**src/switch_cfg_pkg.sv**
```systemverilog
// constants, types and register map of the switch configuration block
package switch_cfg_pkg;

  // register numbers as carried in configuration messages
  localparam logic [7:0] REG_DESCRIPTION = 8'h01;
  localparam logic [7:0] REG_CONFIG = 8'h04;
  localparam logic [7:0] REG_NODE_ID = 8'h05;
  localparam logic [7:0] REG_PLL = 8'h06;
  localparam logic [7:0] REG_DEVICE_ID = 8'h09;
  localparam logic [7:0] REG_USER_CODE = 8'h0A;
  localparam logic [7:0] REG_DIR_LOW = 8'h0C;
  localparam logic [7:0] REG_DIR_HIGH = 8'h0D;
  localparam logic [7:0] REG_RSVD_A = 8'h10;
  localparam logic [7:0] REG_RSVD_B = 8'h11;

  // field positions
  localparam int CFG_LOCK_BIT = 31;
  localparam int CFG_PLL_LOCK_BIT = 8;
  localparam int CFG_HEADER_BIT = 0;
  localparam int DESC_LINKS_LSB = 16;
  localparam int DESC_LOCAL_LSB = 8;
  localparam int DESC_DEVICE_LSB = 0;
  localparam int USER_CODE_LSB = 18;
  localparam int NODE_ID_WIDTH = 16;
  localparam int DIR_WIDTH = 4;
  localparam int DIMS_PER_REG = 8;
  localparam int RSVD_WIDTH = 2;

  // values after reset
  localparam logic [31:0] CONFIG_RESET = 32'h0000_0000;
  localparam logic [15:0] NODE_ID_RESET = 16'h0000;
  localparam logic [31:0] DIR_RESET = 32'h0000_0000;
  localparam logic [31:0] PLL_SETTINGS_RESET = 32'h0000_0000;
  localparam logic [1:0] RSVD_RESET = 2'h0;

  // tile reset pulse that follows a PLL settings write
  localparam int CLOCK_PERIOD_NS = 20;
  localparam int TILE_RESET_NS = 200;
  localparam int TILE_RESET_CYCLES = (TILE_RESET_NS + CLOCK_PERIOD_NS - 1) / CLOCK_PERIOD_NS;

  typedef struct packed {
    logic write;
    logic [7:0] num;
    logic [31:0] data;
  } reg_req_t;

  typedef struct packed {
    logic ok;
    logic [31:0] data;
  } reg_resp_t;

  typedef enum logic [1:0] {
    PLL_IDLE = 2'b00,
    PLL_WAIT = 2'b01,
    PLL_RESET = 2'b10
  } pll_state_t;

endpackage

```
**src/switch_routing_config.sv**
```systemverilog
// switch configuration, identification and routing-direction registers
//
// Functional notes
// - description register reads link, local processor and device processor counts
// - config bit 31 set refuses writes to all switch control registers
// - config bit 8 set blocks writes to the PLL settings register
// - config bit 0 selects one-byte headers when set, two-byte when clear
// - node identifier bits 15:0 writable, reset zero, upper bits read zero
// - any accepted PLL settings write resets the tile after the write completes
// - low directions register holds dimensions 0..7, four bits each
// - high directions register holds dimensions 8..15, four bits each
// - packets go the direction of their most significant mismatching dimension
// - user code bits 31:18 show the one-time-programmed user code
// - user code bits 17:0 show a fixed identification value
// - device identification register is entirely read-only
`timescale 1ns/100ps
module switch_routing_config #(
  parameter logic [7:0] LINK_COUNT = 8'h04,
  parameter logic [7:0] LOCAL_PROC_COUNT = 8'h02,
  parameter logic [7:0] DEVICE_PROC_COUNT = 8'h02,
  // identification values below are arbitrary
  parameter logic [3:0] ID_VERSION = 4'h1,
  parameter logic [15:0] ID_PART = 16'h1234,
  parameter logic [10:0] ID_MAKER = 11'h055,
  parameter logic [13:0] OTP_USER_CODE = 14'h0000,
  parameter logic [17:0] METAL_ID = 18'h00000,
  parameter int TILE_RESET_LEN = switch_cfg_pkg::TILE_RESET_CYCLES
) (
  input wire logic clock,
  input wire logic arst_n,
  input wire logic reqValid,
  input wire switch_cfg_pkg::reg_req_t req,
  output logic respValid,
  output switch_cfg_pkg::reg_resp_t resp,
  input wire logic routeValid,
  input wire logic [15:0] routeDest,
  output logic routeDoneValid,
  output logic routeLocal,
  output logic [3:0] routeDirection,
  output logic headerOneByte,
  output logic [15:0] nodeId,
  output logic [31:0] pllSettings,
  output logic tileReset
);

  // stored state

  logic cfgWriteLock;
  logic cfgPllLock;
  logic cfgHeaderOne;
  logic [15:0] nodeIdReg;
  logic [31:0] dirLow;
  logic [31:0] dirHigh;
  logic [31:0] pllReg;
  logic [1:0] rsvdA;
  logic [1:0] rsvdB;
  switch_cfg_pkg::pll_state_t pllState;
  logic [15:0] resetCount;

  // register read images

  wire logic [31:0] descriptionWord = {
    8'h00, LINK_COUNT, LOCAL_PROC_COUNT, DEVICE_PROC_COUNT
  };

  wire logic [31:0] deviceIdWord = {ID_VERSION, ID_PART, ID_MAKER, 1'b1};

  wire logic [31:0] userCodeWord = {OTP_USER_CODE, METAL_ID};

  wire logic [31:0] configWord = {
    cfgWriteLock, 22'h000000, cfgPllLock, 7'h00, cfgHeaderOne
  };

  wire logic [31:0] nodeIdWord = {16'h0000, nodeIdReg};

  wire logic [31:0] rsvdAWord = {30'h00000000, rsvdA};
  wire logic [31:0] rsvdBWord = {30'h00000000, rsvdB};

  // address decode

  function automatic logic regHit(input logic [7:0] num, input logic [7:0] code);
    return num == code;
  endfunction

  wire logic hitDescription = regHit(req.num, switch_cfg_pkg::REG_DESCRIPTION);
  wire logic hitConfig = regHit(req.num, switch_cfg_pkg::REG_CONFIG);
  wire logic hitNodeId = regHit(req.num, switch_cfg_pkg::REG_NODE_ID);
  wire logic hitPll = regHit(req.num, switch_cfg_pkg::REG_PLL);
  wire logic hitDeviceId = regHit(req.num, switch_cfg_pkg::REG_DEVICE_ID);
  wire logic hitUserCode = regHit(req.num, switch_cfg_pkg::REG_USER_CODE);
  wire logic hitDirLow = regHit(req.num, switch_cfg_pkg::REG_DIR_LOW);
  wire logic hitDirHigh = regHit(req.num, switch_cfg_pkg::REG_DIR_HIGH);
  wire logic hitRsvdA = regHit(req.num, switch_cfg_pkg::REG_RSVD_A);
  wire logic hitRsvdB = regHit(req.num, switch_cfg_pkg::REG_RSVD_B);

  wire logic hitReadOnly = hitDescription | hitDeviceId | hitUserCode;
  wire logic hitWritable = hitConfig | hitNodeId | hitPll | hitDirLow | hitDirHigh
                           | hitRsvdA | hitRsvdB;
  wire logic hitMapped = hitReadOnly | hitWritable;

  // write permission

  // once the global lock is set it guards itself too, so only a reset
  // can reopen the control registers
  wire logic globalRefuse = cfgWriteLock;
  wire logic pllRefuse = hitPll & cfgPllLock;

  wire logic writeReq = reqValid & req.write;
  wire logic readReq = reqValid & ~req.write;

  wire logic writeAccept = writeReq & hitWritable & ~globalRefuse & ~pllRefuse;

  wire logic wrConfig = writeAccept & hitConfig;
  wire logic wrNodeId = writeAccept & hitNodeId;
  wire logic wrPll = writeAccept & hitPll;
  wire logic wrDirLow = writeAccept & hitDirLow;
  wire logic wrDirHigh = writeAccept & hitDirHigh;
  wire logic wrRsvdA = writeAccept & hitRsvdA;
  wire logic wrRsvdB = writeAccept & hitRsvdB;

  // read data selection

  // unmapped numbers read as zero and are answered with a failure
  logic [31:0] readData;

  always_comb begin
    readData = 32'h0000_0000;
    unique case (1'b1)
      hitDescription: readData = descriptionWord;
      hitConfig: readData = configWord;
      hitNodeId: readData = nodeIdWord;
      hitPll: readData = pllReg;
      hitDeviceId: readData = deviceIdWord;
      hitUserCode: readData = userCodeWord;
      hitDirLow: readData = dirLow;
      hitDirHigh: readData = dirHigh;
      hitRsvdA: readData = rsvdAWord;
      hitRsvdB: readData = rsvdBWord;
      default: readData = 32'h0000_0000;
    endcase
  end

  wire logic reqOk = req.write ? writeAccept : hitMapped;

  switch_cfg_pkg::reg_resp_t next_resp;

  always_comb begin
    next_resp.ok = reqOk;
    next_resp.data = (readReq & hitMapped) ? readData : 32'h0000_0000;
  end

  // configuration register

  always_ff @(posedge clock or negedge arst_n) begin
    if (!arst_n) begin
      cfgWriteLock <= switch_cfg_pkg::CONFIG_RESET[switch_cfg_pkg::CFG_LOCK_BIT];
      cfgPllLock <= switch_cfg_pkg::CONFIG_RESET[switch_cfg_pkg::CFG_PLL_LOCK_BIT];
      cfgHeaderOne <= switch_cfg_pkg::CONFIG_RESET[switch_cfg_pkg::CFG_HEADER_BIT];
    end else if (wrConfig) begin
      cfgWriteLock <= req.data[switch_cfg_pkg::CFG_LOCK_BIT];
      cfgPllLock <= req.data[switch_cfg_pkg::CFG_PLL_LOCK_BIT];
      cfgHeaderOne <= req.data[switch_cfg_pkg::CFG_HEADER_BIT];
    end
  end

  // node identifier

  always_ff @(posedge clock or negedge arst_n) begin
    if (!arst_n) begin
      nodeIdReg <= switch_cfg_pkg::NODE_ID_RESET;
    end else if (wrNodeId) begin
      nodeIdReg <= req.data[15:0];
    end
  end

  // direction tables

  always_ff @(posedge clock or negedge arst_n) begin
    if (!arst_n) begin
      dirLow <= switch_cfg_pkg::DIR_RESET;
    end else if (wrDirLow) begin
      dirLow <= req.data;
    end
  end

  always_ff @(posedge clock or negedge arst_n) begin
    if (!arst_n) begin
      dirHigh <= switch_cfg_pkg::DIR_RESET;
    end else if (wrDirHigh) begin
      dirHigh <= req.data;
    end
  end

  // spare control bits

  always_ff @(posedge clock or negedge arst_n) begin
    if (!arst_n) begin
      rsvdA <= switch_cfg_pkg::RSVD_RESET;
    end else if (wrRsvdA) begin
      rsvdA <= req.data[1:0];
    end
  end

  always_ff @(posedge clock or negedge arst_n) begin
    if (!arst_n) begin
      rsvdB <= switch_cfg_pkg::RSVD_RESET;
    end else if (wrRsvdB) begin
      rsvdB <= req.data[1:0];
    end
  end

  // PLL settings and tile reset sequencing

  always_ff @(posedge clock or negedge arst_n) begin
    if (!arst_n) begin
      pllReg <= switch_cfg_pkg::PLL_SETTINGS_RESET;
    end else if (wrPll) begin
      pllReg <= req.data;
    end
  end

  // the wait state lets the success answer leave before the tile goes
  // down, so the writer never sees its own answer lost to the reset
  switch_cfg_pkg::pll_state_t next_pllState;
  logic [15:0] next_resetCount;
  // counting from zero gives a pulse of exactly TILE_RESET_LEN cycles
  wire logic countDone = (resetCount == 16'(TILE_RESET_LEN - 1));

  always_comb begin
    next_pllState = pllState;
    next_resetCount = resetCount;
    unique case (pllState)
      switch_cfg_pkg::PLL_IDLE: begin
        if (wrPll) begin
          next_pllState = switch_cfg_pkg::PLL_WAIT;
        end
      end
      switch_cfg_pkg::PLL_WAIT: begin
        // a further write here restarts the wait, as it does mid-pulse
        next_resetCount = 16'h0000;
        if (!wrPll) begin
          next_pllState = switch_cfg_pkg::PLL_RESET;
        end
      end
      switch_cfg_pkg::PLL_RESET: begin
        if (wrPll) begin
          next_pllState = switch_cfg_pkg::PLL_WAIT;
        end else if (countDone) begin
          next_pllState = switch_cfg_pkg::PLL_IDLE;
        end else begin
          next_resetCount = resetCount + 16'h0001;
        end
      end
      default: begin
        next_pllState = switch_cfg_pkg::PLL_IDLE;
      end
    endcase
  end

  always_ff @(posedge clock or negedge arst_n) begin
    if (!arst_n) begin
      pllState <= switch_cfg_pkg::PLL_IDLE;
    end else begin
      pllState <= next_pllState;
    end
  end

  always_ff @(posedge clock or negedge arst_n) begin
    if (!arst_n) begin
      resetCount <= 16'h0000;
    end else begin
      resetCount <= next_resetCount;
    end
  end

  always_ff @(posedge clock or negedge arst_n) begin
    if (!arst_n) begin
      tileReset <= 1'b0;
    end else begin
      tileReset <= (next_pllState == switch_cfg_pkg::PLL_RESET);
    end
  end

  // message answer

  always_ff @(posedge clock or negedge arst_n) begin
    if (!arst_n) begin
      respValid <= 1'b0;
    end else begin
      respValid <= reqValid;
    end
  end

  // resp holds the last answer, so a reader that looks late still finds it
  always_ff @(posedge clock or negedge arst_n) begin
    if (!arst_n) begin
      resp <= '0;
    end else if (reqValid) begin
      resp <= next_resp;
    end
  end

  // routing decision

  logic lookupLocal;
  logic [3:0] lookupDir;

  route_select u_route_select (
    .destination(routeDest),
    .nodeId(nodeIdReg),
    .dirLow(dirLow),
    .dirHigh(dirHigh),
    .isLocal(lookupLocal),
    .direction(lookupDir)
  );

  always_ff @(posedge clock or negedge arst_n) begin
    if (!arst_n) begin
      routeDoneValid <= 1'b0;
    end else begin
      routeDoneValid <= routeValid;
    end
  end

  // lookups see the tables as they stood before any write in the same cycle
  always_ff @(posedge clock or negedge arst_n) begin
    if (!arst_n) begin
      routeLocal <= 1'b0;
      routeDirection <= 4'h0;
    end else if (routeValid) begin
      routeLocal <= lookupLocal;
      // a local delivery carries no outward direction
      routeDirection <= lookupLocal ? 4'h0 : lookupDir;
    end
  end

  // outputs to the rest of the switch

  assign headerOneByte = cfgHeaderOne;
  assign nodeId = nodeIdReg;
  assign pllSettings = pllReg;

endmodule

```
**src/route_select.sv**
```systemverilog
// direction lookup from the most significant mismatching node identifier bit
`timescale 1ns/100ps
module route_select (
  input wire logic [15:0] destination,
  input wire logic [15:0] nodeId,
  input wire logic [31:0] dirLow,
  input wire logic [31:0] dirHigh,
  output logic isLocal,
  output logic [3:0] direction
);

  function automatic logic [3:0] msbIndex(input logic [15:0] v);
    logic [3:0] idx;
    idx = 4'h0;
    for (int i = 0; i < 16; i++) begin
      if (v[i]) begin
        idx = 4'(i);
      end
    end
    return idx;
  endfunction

  wire logic [15:0] mismatch = destination ^ nodeId;
  wire logic [3:0] dimension = msbIndex(mismatch);
  wire logic [63:0] allDirs = {dirHigh, dirLow};

  assign isLocal = (mismatch == 16'h0000);
  assign direction = allDirs[{dimension, 2'b00} +: 4];

endmodule

```
**config.mk**
```make
export PLATFORM = sky130hd
export DESIGN_NAME = switch_routing_config
export DESIGN_NICKNAME = d
export VERILOG_FILES = /design/src/switch_cfg_pkg.sv /design/src/switch_routing_config.sv /design/src/route_select.sv
export SDC_FILE = /design/constraint.sdc
export NUM_CORES = 1
export LEC_CHECK = 0
export ABC_AREA = 1
export BUFFER_PORTS_ARGS = -buffer_cell sky130_fd_sc_hd__buf_2
export CORE_UTILIZATION = 45
export DETAILED_ROUTE_END_ITERATION = 10
export PLACE_DENSITY = 0.64
export SYNTH_ARGS = -nofsm -noshare
export SYNTH_HDL_FRONTEND = slang
export SYNTH_SLANG_ARGS = --single-unit
```
**constraint.sdc**
```tcl
create_clock -name clock -period 5.8 [get_ports clock]
set_input_delay 1.16 -clock clock [delete_from_list [all_inputs] [get_ports clock]]
set_output_delay 1.16 -clock clock [all_outputs]
set_load 0.01 [all_outputs]
```
# Word level (Yosys, flattened, before mapping)
# Cells that the tools add are included.
classes:
  addsub: 1
  n_mul: 0
  div_mod_pow: 0
  n_lt_le_gt_ge: 0
  n_eq_ne: 16
  n_shift: 1
  mux: 27
  bitwise: 27
  n_reduce_logical: 4
ops:
  columns: ["operator", "count"]
  rows:
  - ["32-bit one-hot mux with 9 select lines", 1]
  - ["64-bit by 7-bit variable part select with 4-bit output", 1]
  - ["4-bit 2-to-1 mux", 9]
  - ["8-bit by 4-bit == test with 1-bit output (second input constant)", 4]
  - ["16-bit 2-to-1 mux", 2]
  - ["32-bit 2-to-1 mux", 1]
  - ["16-bit one-hot mux with 2 select lines", 1]
  - ["8-bit by 3-bit == test with 1-bit output (second input constant)", 3]
  - ["16-bit by 1-bit adder with 16-bit output (second input constant)", 1]
  - ["16-bit by 4-bit == test with 1-bit output (second input constant)", 1]
  - ["8-bit by 5-bit == test with 1-bit output (second input constant)", 2]
  - ["16-bit zero test", 1]
  - ["16-bit bitwise XOR", 1]
  - ["1-bit AND", 14]
  - ["2-bit 2-to-1 mux", 6]
  - ["3-bit 2-to-1 mux", 4]
  - ["1-bit bitwise OR", 9]
  - ["8-bit by 1-bit == test with 1-bit output (second input constant)", 1]
  - ["2-bit one-hot mux with 3 select lines", 1]
  - ["2-bit == test (second input constant)", 2]
  - ["2-bit inequality test (second input constant)", 2]
  - ["1-bit inverter", 3]
  - ["3-bit AND reduction", 1]
  - ["2-bit by 1-bit == test with 1-bit output (second input constant)", 1]
  - ["other kinds (3)", 4]
word_totals:
  register_bits: 178
  latchBits: 0
  ram_bits: 0
  mem_bits_ro: 0
  in_bits: 61
  out_inout_bits: 90
  wordCells: 94
  mem_count: 0

# Logic depth before layout (Yosys ltp)
# Gate-level depths: netlist of run 1.
depth:
  depth_word: 18
  ltp_mapped: 25
  mapped_depth_nobuf: 24

# Modules after synthesis
# From an unflattened synthesis of run 1, not the netlist that was laid out.
unflattened:
  hier_cells: 1267
  hier_area_um2: 9405.3
modules_own_cells:
  columns: ["mod", "instances", "cells_each", "area_per_inst_um2", "seq_area_each_um2"]
  rows:
  - ["switch_routing_config", 1, 1019, 8230.4, 4454.3]
  - ["route_select", 1, 248, 1174.9, 0.0]

# Worst setup path before layout of run 1
# OpenSTA, ideal clock, no wires.
synth_path:
  path_type: "input-to-reg"
  startpoint: "in req[35] (netlist bit)"
  endpoint: "reg nodeIdReg[10] (netlist: nodeId[10])"
  setup_ps: 118
  arrival_time_ps: 2803
  required_time_ps: 5682
  path_slack_ps: 2879
  path_stages: 11
  path_buffers: 1
  cell_sequence: "or2_1 -> nor3_1 -> nor2_1 -> nand3_2 -> inv_2 -> nor4_2 -> inv_2 -> nor2_8 -> buf_12 -> mux2i_1 -> inv_1"
synth_via:
  elab_chain_len: 11
  elab_cells_between_ends: 19
  cone_classes: "7 x eq/ne; 12 x bitwise"
synth_lines:
  columns: ["element", "line", "rtl"]
  rows:
  - ["from (decl)", "switch_routing_config.sv:32", "input wire switch_cfg_pkg::reg_req_t req,"]
  - ["8-bit by 3-bit == test with 1-bit output", "switch_routing_config.sv:82", "return num == code;"]
  - ["1-bit bitwise OR (4 in a row)", "switch_routing_config.sv:97", "wire logic hitWritable = hitConfig | hitNodeId | hitPll | hitDirLow | hitDirHigh"]
  - ["1-bit bitwise OR (2 in a row)", "switch_routing_config.sv:98", "| hitRsvdA | hitRsvdB;"]
  - ["1-bit AND (3 in a row)", "switch_routing_config.sv:111", "wire logic writeAccept = writeReq & hitWritable & ~globalRefuse & ~pllRefuse;"]
  - ["1-bit AND *", "switch_routing_config.sv:114", "wire logic wrNodeId = writeAccept & hitNodeId;"]
  - ["to (signal assigned)", "switch_routing_config.sv:170", "nodeIdReg <= switch_cfg_pkg::NODE_ID_RESET;"]
  - ["to (signal assigned)", "switch_routing_config.sv:172", "nodeIdReg <= req.data[15:0];"]
  - ["to (decl)", "switch_routing_config.sv:51", "logic [15:0] nodeIdReg;"]
# Mark *: on every way between the ends. The rest lies on a longest branch, timed or not.
# A chain may end at the register's enable or synchronous reset.

# Worst setup path in the final report of run 1
layout_path:
  startpoint: "in routeDest[1]"
  endpoint: "reg routeDirection[1]"
layout_via:
  elab_chain_len: 18
  elab_cells_between_ends: 19
  cone_classes: "1 x shift; 16 x mux; 1 x bitwise; 1 x reduce/logical"
layout_lines:
  columns: ["element", "line", "rtl"]
  rows:
  - ["from (decl)", "switch_routing_config.sv:36", "input wire logic [15:0] routeDest,"]
  - ["16-bit bitwise XOR *", "route_select.sv:23", "wire logic [15:0] mismatch = destination ^ nodeId;"]
  - ["1-bit 2-to-1 mux", "route_select.sv:16", "if (v[i]) begin"]
  - ["2-bit 2-to-1 mux (2 in a row)", "route_select.sv:16", null]
  - ["3-bit 2-to-1 mux (4 in a row)", "route_select.sv:16", null]
  - ["4-bit 2-to-1 mux (8 in a row)", "route_select.sv:16", null]
  - ["64-bit by 7-bit variable part select with 4-bit output", "route_select.sv:28", "assign direction = allDirs[{dimension, 2'b00} +: 4];"]
  - ["4-bit 2-to-1 mux *", "switch_routing_config.sv:333", "routeDirection <= lookupLocal ? 4'h0 : lookupDir;"]
  - ["to (signal assigned)", "switch_routing_config.sv:333", null]
  - ["to (decl)", "switch_routing_config.sv:39", "output logic [3:0] routeDirection,"]
# Marks and branches as above.

==> results of run 1 <==
## final cells by class
| type | instances | share of cell area (%) |
|---|---|---|
| Inverter | 208 | 7.34 |
| Clock buffer | 19 | 4.26 |
| Multi-Input combinational cell | 584 | 34.2 |
| Sequential cell | 178 | 41.9 |
| Clock inverter | 13 | 1.40 |
| Timing Repair Buffer | 158 | 7.79 |
| Tap cell | 265 | 3.12 |
## routing by layer
metal / track usage (%) / routed length, µm / up-vias / share of wire [%]
met2: 39.3 / 11300 / 213 / 47
li1: - / - / 3565 / -
met3: 4.17 / 1250 / 30 / 5.2
met5: 0 / 0 / - / 0
met4: 7.39 / 408 / 0 / 1.7
met1: 34.4 / 11200 / 3654 / 46
## worst max path at each step
stage,endpoint,depth (start not counted),slack (ps),from
final,routeDirection[1],25,2160,routeDest[1]
after floorplan,nodeId[10],11,2880,req[35]
after global placement,routeDirection[1],25,1870,routeDest[1]
after global routing,routeDirection[1],25,1750,routeDest[1]
after detailed placement,routeDirection[0],25,1800,routeDest[1]
after CTS,routeDirection[1],25,2250,routeDest[1]
## sequential cells by signal (all words and copies together) (netlist names)
register        flops
resp               33
dirHigh            32
dirLow             32
pllSettings        32
nodeId             16
resetCount         16
routeDirection      4
pllState            2
rsvdA               2
rsvdB               2
cfgPllLock          1
cfgWriteLock        1
headerOneByte       1
respValid           1
routeDoneValid      1
routeLocal          1
tileReset           1
## logic make-up (layout without fill, tap and decap cells)
group	Yosys count	after routing	share of synthesized area, %
compound gates	138	138	9.57
xor+xnor	19	19	1.84
fa+ha+maj	2	2	0.277
buf+inv	245	398	10.7
flops	178	178	49.3
mux	104	104	11.5
simple gates	321	321	16.8
## synth_stat cells, types with 7 or more instances
| library cell | n | area share [%] |
|---|---|---|
| o22ai_1 | 8 | 0.55 |
| o21ai_0 | 57 | 3.2 |
| nand2_2 | 7 | 0.48 |
| dfrtp_1 | 178 | 49 |
| buf_2 | 13 | 0.72 |
| clkbuf_1 | 20 | 0.83 |
| xnor2_1 | 9 | 0.87 |
| nand2_1 | 152 | 6.3 |
| mux2i_1 | 104 | 12 |
| nand3_1 | 94 | 5.2 |
| a221oi_1 | 22 | 2.1 |
| a21oi_1 | 21 | 1.2 |
| inv_1 | 203 | 8.4 |
| nor3_1 | 12 | 0.66 |
| xor2_1 | 10 | 0.97 |
| nor2_1 | 32 | 1.3 |
## power groups by stage
| stage | clock, mW | combinational, mW | sequential, mW |
|---|---|---|---|
| after floorplan | 0 | 0.0595 | 1.27 |
| after global placement | 0 | 0.144 | 1.27 |
| after detailed placement | 0 | 0.145 | 1.27 |
| after CTS | 1.20 | 0.145 | 1.25 |
| after global routing | 1.24 | 0.162 | 1.25 |
| final | 1.18 | 0.144 | 1.25 |
## critical path: stages
cell and delay, ps:
buf_2 90, inv_1 30, nand2_1 40, nand2_1 100, nand2_1 90, nand2_1 50, nand2_1 60, nand2_1 50
nand2_1 60, nand2_1 40, nand2_1 60, nand2_1 50, nand2_1 60, nand2_1 50, nand2_1 60, nand2_1 40
nand2_1 60, buf_4 280, nand2_1 690, o21ai_0 410, nand2_1 80, nand3_1 100, nand3_1 80, nand3_1 80
nand2_1 60
==> results.ini, run 1 <==
[floorplan]
fp-row-count = 51
ios = 151
fp.dieW_um = 144
start_util_pct = 46.2
die_h_um = 144
core-area_um2 = 19600
die_area_um2 = 20700

[clock_tree]
cts_tree = built
cts.htree.levels = 4
hold_buffers = 0
worstSkewPairLatency_ps = 430
cts.sinks = 178
postCtsSetupBuffers = 0
cts_buffers = 17
ctsResizeCount = 0
root_buffer = clkbuf_16
path_clk_slew_ps = 70
cts_buffer_depth = 2

[power_and_ir_drop]
clockPowerShare_pct = 45.8
p_leak_nw = 6.60
powerDensity_nw_per_um2 = 242
internal_power_mw = 1.95
p_sw_mw = 0.617
combPwrFrac_pct = 5.6
ir_drop_v = 0.000149
switching_share_pct = 24.0
finalPower_mw = 2.57
seqPwrFrac_pct = 48.6

[placement]
port-buffer-count = 150
place_hpwl_um = 16900
globalplace.congestion = 0.886
place_area_um2 = 10000
dp_cells = 1393
place_ws_ps = 1800

[cells_and_area]
fillers = 1866
multi_input_area_um2 = 3640
utilization_pct = 54.3
area_delta_synth_final_pct = 17.7
final_cell_mix = inv_1 (203), dfrtp_1 (178), nand2_1 (152)
regArea_um2 = 4450
nets = 1210
stdcell_area_um2 = 10600
diodes = 0
final_cells = 1425
final_common_cell = inv_1
drive_gt1_share_pct = 19.1

[synth]
yosysSeqAreaShare_pct = 49.3
ys.flop_type = dfrtp_1
syn_nets = 1070
synth_edf_count = 0
avgSynthCellArea_um2 = 8.98
yosys_warnings = 0
ys_async_sr_fraction_pct = 100
yosys_register_bits = 178
postSynthCellCount = 1007
syn_area_um2 = 9040
yosysUniqueCellTypes = 47

[global_route]
grt_max_degree = 99
grt_usage_pct = 24.7
grt_pass1_wl_um = 38700
grt_pass1_vias = 7246
overflow = 0
grt_antenna_before_repair = 0

[timing]
rsz0062_at_grt = no
skew_ps = 9.28
period_share_pct = 62.7
max_freq_ghz = 0.275
setup_viol = 0
tns_ps = 0
slew_viol_final = 0
worst_pin_slew_ps = 1150
slew_headroom_pct = 23.2
finalWorstSetupSlack_ps = 2160
whs_ps = 480
final-hold-violation-count = 0
fin_crit_ps = 3640

[run]
maxCapViolations = 0

[setup_path]
reg2reg_depth = 24
start_kind = input pin
cp-end-kind = register
cp.arrival_ps = 3950
crit_required_ps = 6120
r2r_setup_slack_ps = 2530
cp_max_fo = 35
reg2reg_from = nodeId[1]
path_class = input pin to register
r2r_end = routeDirection[1]

[drt]
wl_per_cell_um = 17.0
drt-total-wl_um = 24200
routed-via-count = 7462
routed_via_density = 5.24
drt_iter0_drc = 462
firstDrtPassIters = 5
drcViolationCount = 0
ant_nets = 0

[min_path]
worstHoldStart = resp[1]
hp-class = register to register
holdPathStages = 2
min_to = resp[1]

[status]
status = completed

(Power assumes the default switching activity.)
==> run 2, diff against run 1 <==
- clock period: 5.8 -> 3.35 ns (I/O delays scaled with it)
==> run 2 against run 1 <==
Net effect: register-to-register slack got worse by 1700 ps; sequential share of layout area decreased by 0.76 points; via count increased by 0.13%; global-route usage rose by 0.29 points.
==> results.ini, run 2 (synthesized netlist as in run 1, its figures left out) <==
[timing]
setup_viol = 0
slew_viol_final = 0
skew_ps = 11.1
max_freq_ghz = 0.402
tns_ps = 0
period_share_pct = 74.3
worst_pin_slew_ps = 633
finalWorstSetupSlack_ps = 862
whs_ps = 230
final-hold-violation-count = 0
fin_crit_ps = 2490
slew_headroom_pct = 57.8
rsz0062_at_grt = no

[cells_and_area]
final_common_cell = inv_1
utilization_pct = 55.3
largest_reg_flops = 33
diodes = 0
area_delta_synth_final_pct = 19.9
final_cells = 1446
fillers = 1801
stdcell_area_um2 = 10800
final_cell_mix = inv_1 (203), dfrtp_1 (178), nand2_1 (152)
multi_input_area_um2 = 3640
largest_register = resp
drive_gt1_share_pct = 20.5
regArea_um2 = 4450
nets = 1231

[power_and_ir_drop]
finalPower_mw = 4.62
p_leak_nw = 6.73
powerDensity_nw_per_um2 = 426
ir_drop_v = 0.000326

[drt]
drt_iter0_drc = 475
wl_per_cell_um = 16.9
drcViolationCount = 0
routed_via_density = 5.17
firstDrtPassIters = 5
drt-total-wl_um = 24400
routed-via-count = 7472
ant_nets = 0

[clock_tree]
cts.sinks = 178
cts_buffer_depth = 2
path_clk_slew_ps = 70
ctsResizeCount = 0
postCtsSetupBuffers = 0
hold_buffers = 0
cts.htree.levels = 4
cts_buffers = 17
cts_tree = built
root_buffer = clkbuf_16
worstSkewPairLatency_ps = 430

[setup_path]
cp-end-kind = register
slowest_stage = dfrtp_1
r2r_setup_slack_ps = 860
cp.arrival_ps = 2800
r2r_end = routeDirection[1]
cp_max_fo = 26
start_kind = register
slowest_delay_ps = 410
reg2reg_from = nodeId[1]
reg2reg_depth = 25
crit_required_ps = 3660
path_class = register to register
crit_path_frequent_cell = nand2_1

[global_route]
grt_usage_pct = 25.0
grt_pass1_vias = 7281
overflow = 0
grt_max_degree = 65
grt_antenna_before_repair = 0
grtUsageMet2_pct = 39.6
grt_pass1_wl_um = 39000
grtUsageMet3_pct = 4.67
top_usage_layer = met2
met1_usage_pct = 34.8

[run]
maxCapViolations = 0

[status]
status = completed

[floorplan]
die_area_um2 = 20700
fp-row-count = 51
core-area_um2 = 19600
start_util_pct = 46.2
ios = 151
die_h_um = 144
fp.dieW_um = 144

[min_path]
hp-class = input pin to async pin

[placement]
place_area_um2 = 10200
place_hpwl_um = 17600
dp_cells = 1414
globalplace.congestion = 0.864
port-buffer-count = 150
place_ws_ps = 439

## run 2: changes by cell type in the layout (fill, tap and decap cells not counted)
cell,before,now
o21ai_2,0,1
clkinvlp_4,3,1
bufinv_16,2,4
o21ai_4,1,0
inv_6,5,4
buf_4,7,28
inv_8,0,1
## run 2: cell type report
cell class	count	share of cell area (%)
Sequential cell	178	41.1
Clock inverter	13	1.81
Tap cell	265	3.06
Inverter	208	7.20
Clock buffer	19	4.18
Multi-Input combinational cell	584	33.6
Timing Repair Buffer	179	9.11
## run 2: worst max-delay path, delay by kind of cell (launching register included)
kind / cells / cell delay, ps
and+or+nand+nor: 22 / 1500
buffers and inverters: 2 / 360
DFF: 1 / 410
AOI/OAI and AO/OA: 1 / 90
## run 2: power by group
| part | leakage, nW | total [mW] | switching, mW | internal [mW] |
|---|---|---|---|---|
| registers | 2.40 | 2.16 | 0.00660 | 2.16 |
| logic | 4.01 | 0.260 | 0.179 | 0.0813 |
| clock network | 0.317 | 2.19 | 0.887 | 1.31 |
| total | 6.73 | 4.62 | 1.07 | 3.54 |
## run 2: metal layers
| metal | routed length, µm | share of wire, % | up-vias |
|---|---|---|---|
| met1 | 11500 | 47 | 3631 |
| met4 | 340 | 1.4 | 0 |
| met3 | 1290 | 5.3 | 25 |
| met5 | 0 | 0 | - |
| li1 | - | - | 3612 |
| met2 | 11300 | 46 | 204 |
## run 2: worst max-delay path by stage
stage                         start                 to  slack, ps  cells past startpoint
after floorplan             req[35]         nodeId[10]        920                     11
after global placement      req[34]         nodeId[12]        470                     11
after detailed placement    req[35]          nodeId[2]        440                     11
after CTS                   req[35]          nodeId[8]        880                     11
after global routing      nodeId[2]  routeDirection[1]        550                     25
final                     nodeId[1]  routeDirection[1]        860                     25
